[src/logic/pbhs_pkg.sv]
package pbhs_pkg;
    // Status bit positions; power-on status bits 8,9 read 0,1 once calibration is done
    localparam int unsigned WR_CAL_DONE_BIT  = 8;
    localparam int unsigned RD_CAL_DONE_BIT  = 9;
    localparam int unsigned RD_CAL_ACTIVE_BIT = 8;
    localparam int unsigned STAT_W           = 16;
    localparam int unsigned ADDR_W           = 40;
    localparam int unsigned ERR_W            = 8;
    // Fixed vectors
    localparam logic [ADDR_W-1:0] FIXED_VECTOR  = 40'h00_0000_0100;
    localparam logic [ADDR_W-1:0] ADDR_ZERO     = 40'h00_0000_0000;
    localparam logic [63:0]       BOOT_CFG_RST  = 64'h0000_0000_0000_0000;
    localparam int unsigned       BCFG_DIS_VEC_BIT = 0;
    // Values after reset
    localparam logic [STAT_W-1:0] STAT_RST      = 16'h0000;
    localparam logic [ERR_W-1:0]  ERR_RST       = 8'h00;
    // Sequencer states
    typedef enum logic [2:0] {
        PBHS_WAIT_CAL = 3'b000,
        PBHS_CAL_SET  = 3'b001,
        PBHS_RELEASE  = 3'b010,
        PBHS_RUN      = 3'b011
    } pbhs_state_type;
endpackage : pbhs_pkg

[src/logic/pbhs_vector_sel.sv]
`timescale 1ns/1ps
`default_nettype none
// Reset vector choice for one thread
module pbhs_vector_sel
    import pbhs_pkg::*;
(
    input  wire logic              thread_one,
    input  wire logic              dis_vec,
    input  wire logic [ADDR_W-1:0] ring_reset_vector_field,
    output logic      [ADDR_W-1:0] vector
);
    // Thread 1 fixed, thread 0 fixed when ring vector disabled
    assign vector = (thread_one || dis_vec) ? FIXED_VECTOR : ring_reset_vector_field;
endmodule : pbhs_vector_sel
`default_nettype wire

[src/logic/pbhs_sequencer.sv]
`timescale 1ns/1ps
`default_nettype none
module pbhs_sequencer
    import pbhs_pkg::*;
(
    input  wire logic              clk_sys,
    input  wire logic              rst_n,
    input  wire logic [STAT_W-1:0] wr_serial_status,
    input  wire logic [ADDR_W-1:0] ring_reset_vector_field,
    input  wire logic              cfg_wr_t0,
    input  wire logic              cfg_wr_t1,
    input  wire logic [63:0]       cfg_wdata_t0,
    input  wire logic [63:0]       cfg_wdata_t1,
    input  wire logic              thread_start,
    input  wire logic              thread_sel,
    input  wire logic [ERR_W-1:0]  err_event,
    input  wire logic [ERR_W-1:0]  err_clear,
    output logic      [STAT_W-1:0] rd_por_status,
    output logic      [ERR_W-1:0]  rd_serial_status,
    output logic                   core_reset_n,
    output logic                   sreset_pulse,
    output logic                   hypervisor_state_bit,
    output logic                   sixty_four_bit_mode_bit,
    output logic                   start_valid,
    output logic                   start_thread,
    output logic      [ADDR_W-1:0] start_vector,
    output logic      [63:0]       boot_config_reg,
    output logic                   attention
);
    pbhs_state_type    state_q;
    pbhs_state_type    state_d;
    logic [STAT_W-1:0] stat_q;
    logic [ERR_W-1:0]  err_q;
    logic [63:0]       bcfg_q;
    logic              hv_q;
    logic              sf_q;
    logic              sv_q;
    logic              st_q;
    logic [ADDR_W-1:0] vec_q;
    logic              srst_q;
    logic [ADDR_W-1:0] vec_sel;
    logic              sel_thread;
    logic              start_now;
    logic              cal_done;
    logic              por_done;
    logic              in_wait;

    // Decode of controller indication and start request
    assign cal_done   = wr_serial_status[WR_CAL_DONE_BIT];
    assign por_done   = (state_q == PBHS_RUN);
    assign in_wait    = (state_q == PBHS_WAIT_CAL);
    assign sel_thread = (state_q == PBHS_RELEASE) ? 1'b0 : thread_sel;
    assign start_now  = (state_q == PBHS_RELEASE) || (por_done && thread_start);

    // Next state of the power-on sequence
    always_comb begin
        case (state_q)
            PBHS_WAIT_CAL: state_d = cal_done ? PBHS_CAL_SET : PBHS_WAIT_CAL;
            PBHS_CAL_SET:  state_d = PBHS_RELEASE;
            PBHS_RELEASE:  state_d = PBHS_RUN;
            PBHS_RUN:      state_d = PBHS_RUN;
            default:       state_d = PBHS_WAIT_CAL;
        endcase
    end

    pbhs_vector_sel u_vec (
        .thread_one              (sel_thread),
        .dis_vec                 (bcfg_q[BCFG_DIS_VEC_BIT]),
        .ring_reset_vector_field (ring_reset_vector_field),
        .vector                  (vec_sel)
    );

    // State and power-on status field
    always_ff @(posedge clk_sys) begin
        if (!rst_n) begin
            state_q <= PBHS_WAIT_CAL;
            stat_q  <= STAT_RST;
        end else begin
            state_q <= state_d;
            if (in_wait && !cal_done) begin
                stat_q[RD_CAL_ACTIVE_BIT] <= 1'b1;
                stat_q[RD_CAL_DONE_BIT]   <= 1'b0;
            end else if (in_wait) begin
                stat_q[RD_CAL_DONE_BIT]   <= 1'b1;
                stat_q[RD_CAL_ACTIVE_BIT] <= 1'b0;
            end
        end
    end

    // Single shared boot config; thread 0 write wins on collision
    always_ff @(posedge clk_sys) begin
        if (!rst_n) begin
            bcfg_q <= BOOT_CFG_RST;
        end else if (cfg_wr_t0) begin
            bcfg_q <= cfg_wdata_t0;
        end else if (cfg_wr_t1) begin
            bcfg_q <= cfg_wdata_t1;
        end
    end

    // Thread start with system reset interrupt
    always_ff @(posedge clk_sys) begin
        if (!rst_n) begin
            hv_q   <= 1'b0;
            sf_q   <= 1'b0;
            sv_q   <= 1'b0;
            st_q   <= 1'b0;
            srst_q <= 1'b0;
            vec_q  <= ADDR_ZERO;
        end else begin
            sv_q   <= start_now;
            srst_q <= start_now;
            if (start_now) begin
                st_q  <= sel_thread;
                vec_q <= vec_sel;
                hv_q  <= 1'b1;
                sf_q  <= 1'b1;
            end
        end
    end

    // Error flags; set wins over clear; attention only after power-on reset
    always_ff @(posedge clk_sys) begin
        if (!rst_n) begin
            err_q <= ERR_RST;
        end else begin
            err_q <= (err_q & ~err_clear) | (por_done ? err_event : ERR_RST);
        end
    end

    // Outputs from registers and state decode
    assign rd_por_status           = stat_q;
    assign rd_serial_status        = err_q;
    assign core_reset_n            = (state_q == PBHS_RELEASE) || por_done;
    assign sreset_pulse            = srst_q;
    assign hypervisor_state_bit    = hv_q;
    assign sixty_four_bit_mode_bit = sf_q;
    assign start_valid             = sv_q;
    assign start_thread            = st_q;
    assign start_vector            = vec_q;
    assign boot_config_reg         = bcfg_q;
    assign attention               = por_done && (err_q != ERR_RST);

    // Power-on sequence: status field, core hold and release
    cal_status_a: assert property (@(posedge clk_sys) disable iff (!rst_n)
        in_wait && cal_done |=> {rd_por_status[8], rd_por_status[9]} == 2'b01)
        else $error("status not done after calibration");
    stat_hold_a: assert property (@(posedge clk_sys) disable iff (!rst_n)
        $past(rst_n) && $past(rd_por_status[RD_CAL_DONE_BIT])
        |-> rd_por_status[RD_CAL_DONE_BIT] && !rd_por_status[RD_CAL_ACTIVE_BIT])
        else $error("done status lost");
    cal_active_a: assert property (@(posedge clk_sys) disable iff (!rst_n)
        $past(in_wait && !cal_done && rst_n)
        |-> rd_por_status[RD_CAL_ACTIVE_BIT] && !rd_por_status[RD_CAL_DONE_BIT])
        else $error("calibration not shown active");
    hold_reset_a: assert property (@(posedge clk_sys) disable iff (!rst_n)
        !rd_por_status[RD_CAL_DONE_BIT] |-> !core_reset_n && !start_valid)
        else $error("core released early");
    no_start_a: assert property (@(posedge clk_sys) disable iff (!rst_n)
        !core_reset_n |=> !start_valid)
        else $error("start while core held");
    release_core_a: assert property (@(posedge clk_sys) disable iff (!rst_n)
        in_wait && cal_done |=> ##1 core_reset_n)
        else $error("core not released");
    release_after_a: assert property (@(posedge clk_sys) disable iff (!rst_n)
        $rose(core_reset_n) |-> $past(rd_por_status[RD_CAL_DONE_BIT]))
        else $error("core released before status");

    // Thread start: mode bits and vectors
    first_start_a: assert property (@(posedge clk_sys) disable iff (!rst_n)
        $rose(core_reset_n) |=> start_valid && !start_thread && sreset_pulse)
        else $error("thread 0 not started");
    hv_mode_a: assert property (@(posedge clk_sys) disable iff (!rst_n)
        start_valid |-> hypervisor_state_bit && sixty_four_bit_mode_bit)
        else $error("mode bits not set");
    mode_sticky_a: assert property (@(posedge clk_sys) disable iff (!rst_n)
        $past(rst_n) && $past(hypervisor_state_bit) |-> hypervisor_state_bit && sixty_four_bit_mode_bit)
        else $error("mode bits dropped");
    t1_vector_a: assert property (@(posedge clk_sys) disable iff (!rst_n)
        start_valid && start_thread |-> start_vector == FIXED_VECTOR)
        else $error("thread 1 vector wrong");
    t0_disable_a: assert property (@(posedge clk_sys) disable iff (!rst_n)
        start_now && !sel_thread && bcfg_q[BCFG_DIS_VEC_BIT] |=> start_vector == FIXED_VECTOR)
        else $error("disabled vector ignored");
    t0_ring_a: assert property (@(posedge clk_sys) disable iff (!rst_n)
        start_now && !sel_thread && !bcfg_q[BCFG_DIS_VEC_BIT]
        |=> start_vector == $past(ring_reset_vector_field))
        else $error("ring vector not used");
    held_vec_a: assert property (@(posedge clk_sys) disable iff (!rst_n)
        !start_valid |-> $stable(start_vector) && $stable(start_thread))
        else $error("start vector changed without start");

    // Shared boot config and error reporting
    shared_cfg_a: assert property (@(posedge clk_sys) disable iff (!rst_n)
        cfg_wr_t1 && !cfg_wr_t0 |=> boot_config_reg == $past(cfg_wdata_t1))
        else $error("thread 1 write lost");
    t0_wins_a: assert property (@(posedge clk_sys) disable iff (!rst_n)
        cfg_wr_t0 |=> boot_config_reg == $past(cfg_wdata_t0))
        else $error("thread 0 write lost");
    attn_por_a: assert property (@(posedge clk_sys) disable iff (!rst_n)
        $rose(attention) |-> $past(err_event) != ERR_RST && $past(core_reset_n))
        else $error("attention without error");
    no_early_err_a: assert property (@(posedge clk_sys) disable iff (!rst_n)
        !core_reset_n |-> rd_serial_status == ERR_RST)
        else $error("error flag before release");
    attn_follow_a: assert property (@(posedge clk_sys) disable iff (!rst_n)
        core_reset_n && rd_serial_status != ERR_RST |-> attention)
        else $error("error flag without attention");

    // Main scenarios
    cal_seen_c: cover property (@(posedge clk_sys) disable iff (!rst_n) $rose(core_reset_n));
    t1_start_c: cover property (@(posedge clk_sys) disable iff (!rst_n) start_valid && start_thread);
    t0_fixed_c: cover property (@(posedge clk_sys) disable iff (!rst_n)
        start_valid && !start_thread && start_vector == FIXED_VECTOR);
    cfg_both_c: cover property (@(posedge clk_sys) disable iff (!rst_n) cfg_wr_t0 && cfg_wr_t1);
    attn_c: cover property (@(posedge clk_sys) disable iff (!rst_n) $rose(attention));
endmodule : pbhs_sequencer
`default_nettype wire

[config.mk]
export PLATFORM = sky130hd
export DESIGN_NAME = pbhs_sequencer
export DESIGN_NICKNAME = d
export VERILOG_FILES = /design/src/logic/pbhs_pkg.sv /design/src/logic/pbhs_vector_sel.sv /design/src/logic/pbhs_sequencer.sv
export SDC_FILE = /design/constraint.sdc
export NUM_CORES = 1
export LEC_CHECK = 0
export BUFFER_PORTS_ARGS = -buffer_cell sky130_fd_sc_hd__buf_2
export CAP_MARGIN = 15
export CELL_PAD_IN_SITES_DETAIL_PLACEMENT = 1
export CELL_PAD_IN_SITES_GLOBAL_PLACEMENT = 2
export CORE_MARGIN = 3
export CORE_UTILIZATION = 19
export DETAILED_ROUTE_END_ITERATION = 10
export PLACE_DENSITY_LB_ADDON = 0.1
export SETUP_SLACK_MARGIN = 0.3
export SYNTH_ARGS = -nofsm -noshare
export SYNTH_HDL_FRONTEND = slang
export SYNTH_SLANG_ARGS = --single-unit
[constraint.sdc]
create_clock -name clk_sys -period 1.3 [get_ports clk_sys]
set_input_delay 0.13 -clock clk_sys [delete_from_list [all_inputs] [get_ports clk_sys]]
set_output_delay 0.13 -clock clk_sys [all_outputs]
set_load 0.005 [all_outputs]
==> results.md <==
- Initial DRC count: 141
- Routed met3 length: 1390 µm
- Cells along the critical path: nor4_4, a21boi_2, buf_2
- Crit-path max cell delay: 0.36 ns
- Number of synthesized flops with an enable pin: 0
- Final min period: 1.37 ns
- CP bufs+invs: 1
- Global-route wire length before repair: 33600 µm
- DRC: 0
- Setup repair after global routing missed its margin: true
- Placer congestion estimate: 0.711
- Final core utilization: 43.6%
- Crit share post-route: 106%
- Area grow syn2layout: 123%
- Average cell area after synthesis: 10.0 µm²
- # rows: 56
- GRT Util Overall: 16.4%
- IO Pins: 341
- Slew Limit Fails: 0
- Cells on worst reg2reg path: 7
- Final Setup Violations: 36
- Number of routed nets with antenna violations: 0
- Final HPWL DP: 13900 µm
- Logic pwr share: 20.7%
- Top_reg_cell synth: dfxtp_1
- Worst Hold Path Cells: 4
- Die Ht: 162 µm
- Hold path startpoint: err_clear[1]
- PwrDens: 1070 mW/mm²
- Area of the core: 0.0238 mm²
- Sequential standard cell area: 0.00255 mm²
- Top sig layer: met5
- Setup WS post-layout: -0.0742 ns
- CP Class: flip-flop to output pin
- Worst hold path class: input port to flip-flop
- Drt wl/cell: 17.0 µm
- Largest net degree at the start of global routing: 49
- Area after DPL: 0.00655 mm²
- Final WL: 22400 µm
- Mapped cell area: 0.00463 mm²
- Fin. Hold Viols: 0
- Vias in the first global route: 6193
- Family with the most delay on the worst path: flip-flops
- Worst Clk Skew: 0.0127 ns
- Max frequency: 728 MHz
- Violated checks: negative setup slack
- Power share of the clock group: 42.4%
- Final instance area: 0.0104 mm²
- Die width: 162 µm
- Critical-path top delay cell: dfxtp_4
- Cell with the most instances after synthesis: dfxtp_1
- Port-buffer cells: 311
- Clock slew at reported path FFs: 0.06 ns
- FF-to-FF setup slack: -0.06 ns
- Wire length on met1: 8400 µm
- Vias: 5580
- Vias/cell: 4.25
- H-Tree Depth: 4
- CP startpoint kind: flip-flop
- Clock Sinks: 119
- Internal: 8090 µW
- Switch share: 26.8%
- NetSw: 2970 µW
- Die ar.: 0.0263 mm²
- Ratio of cells with drive above 1 in the final layout: 56.2%
- Sequential Power Share: 36.9%
- Clock buffer count from CTS: 17
- R2r startpoint: state_q[1]$_SDFF_PN0_
- Synth top cells by count: 119 x dfxtp_1, 77 x a21oi_1, 67 x o21ai_0
- Wire length on met2: 12100 µm
- Seq/Total Area, Yosys: 51.4%
- Post-synth top area cell: dfxtp_1
- Pwr Total: 11100 µW
- Initial Util: 19.5%
- Worst-case clock buffer depth: 2
- Worst Path Max Fanout: 3
- Initial antenna violation count: 4
- DRT Pass-1 Iters: 4
- Worst EP required: 1.17 ns
- GRT overflow: 0
- Max-cap viol count: 0
- Cells after synthesis: 463
- Root buf cell: clkbuf_16
- Post-synth cell types: 27
- Capture point of the worst reg-to-reg path: start_vector[31]$_SDFFE_PN0P_
- Multi-input gate area: 0.00208 mm²
- Status: finished, violations left
- Leak: 0.00482 µW
- Hold endpoint: rd_serial_status[1]$_SDFF_PN0_
- Ys async rst share: 0%
- Filler instances: 2656
- Nets: 1186
- Worst setup EP type: output pin
- Clock latency on the worst-skew pair: 0.42 ns
- Arr. time, crit path: 1.24 ns
- Ys Warns: 0
- Ranking of synthesized cells by area: dfxtp_1 51%, mux2i_1 14%, a21oi_1 8.3%
- Synth top area share: 51.4%
- CTS tree: done
- VDD IR max: 0.509 mV
- Yosys reg bits: 119
- Max reg flops: 64
-- what timing repair did --
item                                    4_1_cts  5_1_grt
gates resized for setup                     214       46
pin swaps                                    39       26
setup buffers                                28       17
gates cloned                                 13        0
hold buffers                                159        0
endpoints found under the hold margin       112        0
endpoints found under the setup margin      165      174
-- power by group through the flow --
stage	registers (µW)	clock network, µW	logic, µW
6_report	4080	4680	2290
5_1_grt	4110	5000	2470
4_1_cts	4070	4870	2160
3_5_place_dp	4100	0	1270
3_3_place_gp	4090	0	1250
2_1_floorplan	4100	0	583
-- cell type report --
type                    instances  share of cell area, %
well taps                     319                   3.85
diodes                          1                 0.0242
repair buffers                542                   45.7
multi-input cells             296                   20.0
inverters                       4                  0.157
flip-flops and latches        119                   24.7
clock inverters                15                   1.50
clock buffers                  17                   4.11
-- layer usage --
| layer | vias to the layer above | GRT usage (%) |
|---|---|---|
| met5 | - | 0 |
| met4 | 6 | 5.62 |
| met3 | 38 | 4.62 |
| met2 | 196 | 30.8 |
| met1 | 2655 | 17.5 |
| li1 | 2685 | - |
-- worst max-delay path by stage --
stage	from	endpoint	slack [ns]	cells past startpoint
2_1_floorplan	state_q[1]$_SDFF_PN0_	start_vector[29]$_SDFFE_PN0P_	0.18	6
6_report	rd_serial_status[5]$_SDFF_PN0_	attention	-0.07	3
3_3_place_gp	thread_sel	start_vector[34]$_SDFFE_PN0P_	0.12	5
5_1_grt	rd_serial_status[7]$_SDFF_PN0_	attention	-0.15	3
3_5_place_dp	thread_sel	start_vector[26]$_SDFFE_PN0P_	0.10	5
4_1_cts	rd_serial_status[3]$_SDFF_PN0_	attention	-0.11	3
-- metrics by stage --
stage | hold WS (ns) | setup WS (ns) | setup TNS, ns | cells
3_5_place_dp | 0.341 | 0.102 | 0 | 1063
2_1_floorplan | 0.220 | 0.176 | 0 | 476
5_1_grt | 0.00850 | -0.151 | -3.33 | 1313
6_report | 0.00345 | -0.0742 | -1.34 | 1313
4_1_cts | 0.0000328 | -0.111 | -1.52 | 1295
3_3_place_gp | 0.337 | 0.118 | 0 | 1063
-- cell usage in the layout, fill, tap and decap left out, drive strengths merged, types with 4 or more instances in the layout --
cell type,instances
dlygate4sd3,159
buf,383
a21oi,78
nor2,11
nor2b,8
clkinvlp,4
inv,13
conb,14
clkbuf,17
a22o,39
o21ai,67
mux2i,64
dfxtp,119
-- cell families (layout without fill, tap and decap cells) --
logic type / count (synthesis) / in the layout / share of synthesized area [%]
multiplexers: 64 / 64 / 13.8
other: 1 / 15 / 0.0809
AO/OA/AOI/OAI: 188 / 188 / 23.9
AND/OR/NAND/NOR: 30 / 30 / 3.40
buffers and inverters: 61 / 578 / 7.42
flip-flops: 119 / 119 / 51.4
-- tightest hold or removal path, stage by stage --
cell	delay, ns
buf_2	0.08
nor2b_1	0.04
a21oi_2	0.09
nor2_1	0.04
(Power assumes the default switching activity.)
